$ cat config.mk
export PLATFORM = sky130hd
export DESIGN_NAME = eim_irq_enable
export DESIGN_NICKNAME = d
export VERILOG_FILES = /design/src/verilog/eim_pkg.sv /design/src/verilog/eim_flag_bit.sv /design/src/verilog/eim_irq_enable.sv
export VERILOG_INCLUDE_DIRS = /design/src /design/src/verilog
export SDC_FILE = /design/constraint.sdc
export NUM_CORES = 1
export LEC_CHECK = 0
export CAP_MARGIN = 20
export CORE_UTILIZATION = 65
export DETAILED_ROUTE_END_ITERATION = 12
export DONT_BUFFER_PORTS = 1
export PLACE_DENSITY = 0.8
export REMOVE_ABC_BUFFERS = 1
export SYNTH_ARGS = -nofsm -noshare
export SYNTH_HDL_FRONTEND = slang
export SYNTH_SLANG_ARGS = --single-unit
$ cat constraint.sdc
create_clock -name clk -period 2.07 [get_ports clk]
set_input_delay 0.414 -clock clk [delete_from_list [all_inputs] [get_ports clk]]
set_output_delay 0.414 -clock clk [all_outputs]
set_load 0.01 [all_outputs]
$ cat src/verilog/eim_defs.svh
`ifndef EIM_DEFS_SVH
`define EIM_DEFS_SVH
`define EIM_REG_W       16
`define EIM_ADDR_W      8
`define EIM_OFS_ENABLE  8'h90
`define EIM_OFS_FLAGS   8'h92
`define EIM_ENABLE_RST  16'h0000
`define EIM_FLAGS_RST   16'h0300
`define EIM_RSVD_MASK   16'h1480
`define EIM_W1C_MASK    16'hEB40
`define EIM_BIT_ENERGY  2
`define EIM_BIT_DELAYED 0
`define EIM_DELAY_PAIR  16'h0005
`endif

$ cat src/verilog/eim_pkg.sv
`default_nettype none
package eim_pkg;
  typedef logic [15:0] eim_word_t;
  typedef enum logic [1:0]
  {
    EIM_WAKE_NONE    = 2'b00,
    EIM_WAKE_ENERGY  = 2'b01,
    EIM_WAKE_DELAYED = 2'b10
  } eim_wake_kind_t;
endpackage : eim_pkg
`default_nettype wire

$ cat src/verilog/eim_flag_bit.sv
`timescale 1ns/1ps
`default_nettype none
module eim_flag_bit
(
  input  wire logic clk,
  input  wire logic arst_n,
  input  wire logic rst_val,
  input  wire logic set_i,
  input  wire logic clr_i,
  output var  logic flag_o
);
  logic flag_d;
  logic flag_q;

  // Event wins over a clear in the same cycle; inverted cells see it on clr_i
  always_comb
  begin
    flag_d = flag_q;
    if (rst_val)
    begin
      if (set_i)
        flag_d = 1'b1;
      if (clr_i)
        flag_d = 1'b0;
    end
    else
    begin
      if (clr_i)
        flag_d = 1'b0;
      if (set_i)
        flag_d = 1'b1;
    end
  end

  always_ff @(posedge clk or negedge arst_n)
  begin
    if (!arst_n)
      flag_q <= 1'b0;
    else
      flag_q <= flag_d;
  end

  // Reset value applied here by XOR of the stored bit with rst_val
  assign flag_o = flag_q ^ rst_val;
endmodule : eim_flag_bit
`default_nettype wire

$ cat src/verilog/eim_irq_enable.sv
`timescale 1ns/1ps
`default_nettype none
`include "eim_defs.svh"
module eim_irq_enable
(
  input  wire logic                   clk,
  input  wire logic                   arst_n,
  input  wire logic [`EIM_ADDR_W-1:0] reg_addr,
  input  wire logic                   reg_wr,
  input  wire logic                   reg_rd,
  input  wire eim_pkg::eim_word_t     reg_wdata,
  output var  eim_pkg::eim_word_t     reg_rdata,
  input  wire eim_pkg::eim_word_t     event_set,
  input  wire logic [3:0]             wake_clr,
  input  wire logic                   host_ready,
  output var  eim_pkg::eim_wake_kind_t energy_kind,
  output var  eim_pkg::eim_word_t     enable_out,
  output var  logic                   irq_out
);
  import eim_pkg::*;

  ////////////////////////////////////////////////////////////////////////
  eim_word_t en_d;
  eim_word_t en_q;
  eim_word_t flags;
  eim_word_t clr_vec;
  eim_word_t set_vec;
  eim_word_t rst_vec;
  eim_word_t rdata_d;
  eim_wake_kind_t kind_d;
  logic      irq_d;
  logic      en_wr;
  logic      fl_wr;

  assign en_wr   = reg_wr && (reg_addr == `EIM_OFS_ENABLE);
  assign fl_wr   = reg_wr && (reg_addr == `EIM_OFS_FLAGS);
  assign rst_vec = `EIM_FLAGS_RST;

  // All bits writable, reserved ones stored too
  always_comb
  begin
    en_d = en_q;
    if (en_wr)
      en_d = reg_wdata;
  end

  always_ff @(posedge clk or negedge arst_n)
  begin
    if (!arst_n)
      en_q <= `EIM_ENABLE_RST;
    else
      en_q <= en_d;
  end

  ////////////////////////////////////////////////////////////////////////
  // Wake flags clear only via the power manager strobes, not by W1C
  always_comb
  begin
    clr_vec = fl_wr ? (reg_wdata & `EIM_W1C_MASK) : '0;
    clr_vec[5:2] = clr_vec[5:2] | {wake_clr[3], wake_clr[2], wake_clr[1], wake_clr[0]};
    // Energy event always logged, only the pin waits for host access
    set_vec = event_set & ~`EIM_RSVD_MASK;
  end

  genvar gi;
  generate
    for (gi = 0; gi < `EIM_REG_W; gi++)
    begin : g_flag
      // Stored inverted where reset value is one, so the cell resets to zero
      eim_flag_bit u_flag
      (
        .clk    (clk),
        .arst_n (arst_n),
        .rst_val(rst_vec[gi]),
        .set_i  (rst_vec[gi] ? clr_vec[gi] : set_vec[gi]),
        .clr_i  (rst_vec[gi] ? set_vec[gi] : clr_vec[gi]),
        .flag_o (flags[gi])
      );
    end
  endgenerate

  ////////////////////////////////////////////////////////////////////////
  logic irq_q;
  eim_word_t rdata_q;
  eim_wake_kind_t kind_q;

  always_comb
  begin
    // Enable masks the pin and energy_kind; flags are untouched
    irq_d = |(flags & en_q & ~`EIM_RSVD_MASK);
    if (en_q[`EIM_BIT_DELAYED] && !host_ready)
      irq_d = |(flags & en_q & ~`EIM_RSVD_MASK & ~`EIM_DELAY_PAIR);
    kind_d = EIM_WAKE_NONE;
    if (flags[`EIM_BIT_ENERGY] && en_q[`EIM_BIT_ENERGY])
      kind_d = en_q[`EIM_BIT_DELAYED] ? EIM_WAKE_DELAYED : EIM_WAKE_ENERGY;
    rdata_d = '0;
    if (reg_rd && reg_addr == `EIM_OFS_ENABLE)
      rdata_d = en_q;
    else if (reg_rd && reg_addr == `EIM_OFS_FLAGS)
      rdata_d = flags;
  end

  always_ff @(posedge clk or negedge arst_n)
  begin
    if (!arst_n)
    begin
      irq_q   <= 1'b0;
      rdata_q <= '0;
      kind_q  <= EIM_WAKE_NONE;
    end
    else
    begin
      irq_q   <= irq_d;
      rdata_q <= rdata_d;
      kind_q  <= kind_d;
    end
  end

  assign irq_out     = irq_q;
  assign reg_rdata   = rdata_q;
  assign energy_kind = kind_q;
  assign enable_out  = en_q;

  ////////////////////////////////////////////////////////////////////////
  property p_irq_follow;
    @(posedge clk) disable iff (!arst_n)
    (|(flags & en_q & ~`EIM_RSVD_MASK & ~`EIM_DELAY_PAIR)) |=> irq_out;
  endproperty
  a_irq_follow: assert property (p_irq_follow) else $error("irq missing");

  property p_irq_quiet;
    @(posedge clk) disable iff (!arst_n)
    (en_q == 16'h0000) |=> !irq_out;
  endproperty
  a_irq_quiet: assert property (p_irq_quiet) else $error("irq while masked");

  property p_en_write;
    @(posedge clk) disable iff (!arst_n)
    en_wr |=> (en_q == $past(reg_wdata));
  endproperty
  a_en_write: assert property (p_en_write) else $error("enable not stored");

  property p_mask_keeps_flags;
    @(posedge clk) disable iff (!arst_n)
    (en_wr && !fl_wr && wake_clr == 4'h0) |=> (flags & $past(flags)) == $past(flags);
  endproperty
  a_mask_keeps_flags: assert property (p_mask_keeps_flags) else $error("flag lost");

  property p_set_wins;
    @(posedge clk) disable iff (!arst_n)
    (fl_wr && reg_wdata[15] && event_set[15]) |=> flags[15];
  endproperty
  a_set_wins: assert property (p_set_wins) else $error("set lost to clear");

  property p_w1c;
    @(posedge clk) disable iff (!arst_n)
    (fl_wr && reg_wdata[13] && !event_set[13]) |=> !flags[13];
  endproperty
  a_w1c: assert property (p_w1c) else $error("w1c failed");

  property p_delay_hold;
    @(posedge clk) disable iff (!arst_n)
    (en_q == `EIM_DELAY_PAIR && !host_ready) |=> !irq_out;
  endproperty
  a_delay_hold: assert property (p_delay_hold) else $error("delayed irq early");

  property p_kind;
    @(posedge clk) disable iff (!arst_n)
    (flags[2] && en_q[2] && en_q[0]) |=> (energy_kind == EIM_WAKE_DELAYED);
  endproperty
  a_kind: assert property (p_kind) else $error("energy kind wrong");

  property p_kind_energy;
    @(posedge clk) disable iff (!arst_n)
    (flags[`EIM_BIT_ENERGY] && en_q[`EIM_BIT_ENERGY] && !en_q[`EIM_BIT_DELAYED])
      |=> (energy_kind == EIM_WAKE_ENERGY);
  endproperty
  a_kind_energy: assert property (p_kind_energy) else $error("plain energy kind wrong");

  property p_delay_release;
    @(posedge clk) disable iff (!arst_n)
    (flags[`EIM_BIT_ENERGY] && en_q[`EIM_BIT_ENERGY] && en_q[`EIM_BIT_DELAYED] && host_ready)
      |=> irq_out;
  endproperty
  a_delay_release: assert property (p_delay_release) else $error("delayed irq lost");

  property p_flag_set;
    @(posedge clk) disable iff (!arst_n)
    event_set[15] |=> flags[15];
  endproperty
  a_flag_set: assert property (p_flag_set) else $error("event not logged");

  property p_wake_keep;
    @(posedge clk) disable iff (!arst_n)
    (fl_wr && flags[5] && !wake_clr[3]) |=> flags[5];
  endproperty
  a_wake_keep: assert property (p_wake_keep) else $error("wake flag cleared by write");

  property p_rsvd_silent;
    @(posedge clk) disable iff (!arst_n)
    (flags & `EIM_RSVD_MASK) == '0;
  endproperty
  a_rsvd_silent: assert property (p_rsvd_silent) else $error("reserved flag set");

  property p_read_enable;
    @(posedge clk) disable iff (!arst_n)
    (reg_rd && reg_addr == `EIM_OFS_ENABLE) |=> (reg_rdata == $past(en_q));
  endproperty
  a_read_enable: assert property (p_read_enable) else $error("enable readback wrong");

  property p_read_keeps;
    @(posedge clk) disable iff (!arst_n)
    (reg_rd && !fl_wr && wake_clr == 4'h0) |=> (flags & $past(flags)) == $past(flags);
  endproperty
  a_read_keeps: assert property (p_read_keeps) else $error("read cleared a flag");

  ////////////////////////////////////////////////////////////////////////
  // Main scenarios
  c_irq: cover property (@(posedge clk) disable iff (!arst_n) $rose(irq_out));
  c_race: cover property (@(posedge clk) disable iff (!arst_n)
    fl_wr && reg_wdata[15] && event_set[15]);
  c_kind_energy: cover property (@(posedge clk) disable iff (!arst_n)
    energy_kind == EIM_WAKE_ENERGY);
  c_delay: cover property (@(posedge clk) disable iff (!arst_n)
    en_q[0] && flags[2] && $rose(host_ready));
  c_clear: cover property (@(posedge clk) disable iff (!arst_n) fl_wr ##1 !irq_out);
endmodule : eim_irq_enable
`default_nettype wire

==> flow_metrics.py <==
metrics = {
    "status": {
        "outcome": "finished with violations",
        "violations": "DRC",
    },
    "final_layout": {
        "area_growth_pct": 7.51,
        "multi_input_area_um2": 682,
        "drive_gt1_share_pct": 20.1,
        "seqCellArea_um2": 1200,
        "final_nets": 207,
        "diodes": 0,
        "fillers": 198,
    },
    "drt": {
        "drt_iter0_drc": 51,
        "vias": 1172,
        "drtPass1Iterations": 8,
        "routed_wl_mm": 3.56,
        "via_per_inst": 6.17,
        "drt-wirelength-per-cell_um": 18.7,
        "drc_errors": 16,
        "ant_nets": 0,
    },
    "clock_network": {
        "clock_latency_ns": 0.35,
        "post_cts_buffers": 0,
        "clk_pin_slew_ns": 0.13,
        "cts_tree": "done",
        "htreeDepth": 2,
        "cts.sinks": 48,
        "cts_inserted_buffers": 5,
        "cts_max_path_buffers": 2,
        "holdBufCountCts": 2,
        "cts-root-buf": "clkbuf_4",
        "cts_resized": 0,
    },
    "yosys": {
        "avgSynthCellArea_um2": 12.9,
        "yosys.area.top_type": "dfrtp_1",
        "syn-cell-area_um2": 1970,
        "synth_top_area_share_pct": 61.1,
        "synth_cell_types": 27,
        "synth_area_leaders": "dfrtp_1, mux2_2, mux2i_1",
        "synth_warnings": 0,
        "synth_seq_area_share_pct": 61.1,
        "yosys_register_bits": 48,
        "synthCells": 153,
    },
    "timing": {
        "hold_viol": 0,
        "layout_setup_ws_ns": 0.580,
        "setup_tns_ns": 0,
        "finClkSkew_ns": 0.00411,
        "slew_headroom_pct": 76.0,
        "tightest_slew_ns": 0.360,
        "post-route-min-period_ns": 1.49,
        "rsz0062_at_grt": "false",
        "max_freq_mhz": 671,
        "setup_viol": 0,
        "fin_crit_sh_pct": 72.0,
        "finalMaxSlewViolations": 0,
    },
    "critical_path": {
        "worstPathMaxFanout": 10,
        "cp-endpoint": "reg_rdata[15]$_DFF_PN0_",
        "critPathRequiredTime_ns": 2.36,
        "slowest_delay_ns": 0.69,
        "r2r_start": "enable_out[3]$_DFFE_PN0P_",
        "crit_family": "simple AND/OR/NAND/NOR gates",
        "start_kind": "input pin",
        "cp_slowest_cell": "or4_1",
        "startpoint": "reg_addr[5]",
        "crit_chain": "nand4bb_1 > or4_1 > buf_4 > nor2_1",
        "crit_buf_inv": 1,
        "crit_cells": 4,
        "reg2regPathDepth": 3,
        "r2r_slack_ns": 0.77,
        "crit_arrival_ns": 1.78,
        "endpoint_kind": "flip-flop",
        "crit_type": "input pin to flip-flop",
        "r2r_end": "irq_out$_DFF_PN0_",
    },
    "global_routing": {
        "gr-total-overflow": 0,
        "grt_pass1_vias": 1227,
        "grt_max_degree": 49,
        "grt_pass1_wl_mm": 5.71,
        "grt_usage_pct": 23.8,
        "antenna_found_initial": 0,
    },
    "placement": {
        "place_congestion": 0.805,
        "io_buffer_count": 0,
        "dp_slack_ns": 0.205,
        "dp_hpwl_mm": 2.51,
    },
    "floorplanning": {
        "start_util_pct": 70.1,
        "die_w_um": 57.0,
        "rows": 19,
        "core_area_um2": 2810,
        "die_h_um": 57.0,
        "dieArea_um2": 3250,
        "io_pins": 84,
    },
    "worst_hold_path": {
        "hold-path-cell-count": 1,
        "hp-class": "input pin to flip-flop",
    },
    "power": {
        "p_per_area_nw_per_um2": 806,
        "cellLeakagePower_uw": 0.00102,
        "vdd_drop_max_v": 0.000517,
    },
    "flow_run": {
        "maxCapViolations": 0,
    },
}
==> cell usage in the layout (no fill, tap or decap), types with 2 or more instances in the layout <==
cell type	netlist	routed
dfrtp_1	48	48
mux2_2	15	15
nor2_1	14	14
mux2i_1	13	13
nand2_1	9	9
inv_1	8	8
nand2b_1	6	6
o31ai_1	5	5
clkbuf_4	0	5
a21o_1	4	4
buf_4	1	4
or2_2	3	3
nor3b_1	3	3
a22o_1	3	3
a221oi_1	2	2
or3_1	2	2
a21oi_1	2	2
clkbuf_8	0	2
==> per-stage QoR <==
stage | instances | instance area (um^2) | hold WS [ns] | power [uW] | utilization (%)
after floorplan | 145 | 1910 | 0.118 | 1070 | -
after global placement | 180 | 1980 | 0.119 | 1090 | 70.7
after detailed placement | 180 | 1980 | 0.119 | 1090 | 70.7
after CTS | 190 | 2110 | 0.0792 | 1720 | 75.4
after global routing | 190 | 2110 | 0.0678 | 1760 | 75.4
final | 190 | 2110 | 0.0966 | 1700 | 75.4
==> cell usage after synthesis (all sizes together) <==
cell	n
o31ai	5
clkbuf	1
inv	8
nor4	1
nand4bb	1
buf	7
or3	2
mux2i	13
a221oi	2
a222oi	1
nor3b	3
nor2	14
a21oi	2
and3	1
nand2b	6
or2	3
a21o	4
nand2	9
mux2	16
a22o	3
dfrtp	48
nand4	1
or4	1
or4b	1
==> worst min path at each step <==
stage            startpoint                                  end  slack (ns)
2_1_floorplan        arst_n            enable_out[0]$_DFFE_PN0P_        0.12
3_3_place_gp         arst_n               reg_rdata[2]$_DFF_PN0_        0.12
3_5_place_dp         arst_n               reg_rdata[2]$_DFF_PN0_        0.12
4_1_cts        event_set[9]  g_flag[9].u_flag.flag_q$_DFFE_PN0P_        0.08
5_1_grt        event_set[8]  g_flag[8].u_flag.flag_q$_DFFE_PN0P_        0.07
6_report       event_set[9]  g_flag[9].u_flag.flag_q$_DFFE_PN0P_         0.1
==> layout make-up <==
| class | instances | share of cell area, % |
|---|---|---|
| clock buffers | 7 | 3.08 |
| clock inverters | 1 | 1.42 |
| inverters | 8 | 1.42 |
| multi-input cells | 89 | 32.2 |
| flip-flops and latches | 48 | 56.8 |
| well taps | 31 | 1.83 |
| repair buffers | 6 | 3.20 |
==> routing by layer <==
metal,vias to the layer above,GRT usage [%],wire [um]
li1,539,-,-
met1,575,29.7,1440
met2,53,39.2,1770
met3,5,8.16,294
met4,0,8.36,49
met5,-,0,0
==> worst register-to-register path, stage by stage, from the launching register on <==
cell	delay [ns]
dfrtp_1	0.47
a22o_1	0.27
a221oi_1	0.31
nand4_1	0.13
==> sequential cells by signal, summed over array words and instances (netlist names) <==
name	cells
enable_out	16
energy_kind	2
g_flag.u_flag.flag_q	13
irq_out	1
reg_rdata	16
==> where the power goes <==
group          total [uW]  switching [uW]  leakage (uW)  internal [uW]
combinational        97.4            45.2      0.000356           52.2
clock                 605             285     0.0000515            321
sequential           1000            35.9      0.000616            965
total                1700             366       0.00102           1340
==> cells by family after synthesis <==
group,count (synthesis),share of synthesized area (%)
compound gates,17,6.68
buf+inv,16,4.26
mux,29,15.8
flops,48,61.1
simple gates,43,12.2
Power figures use the tool's default switching activity.
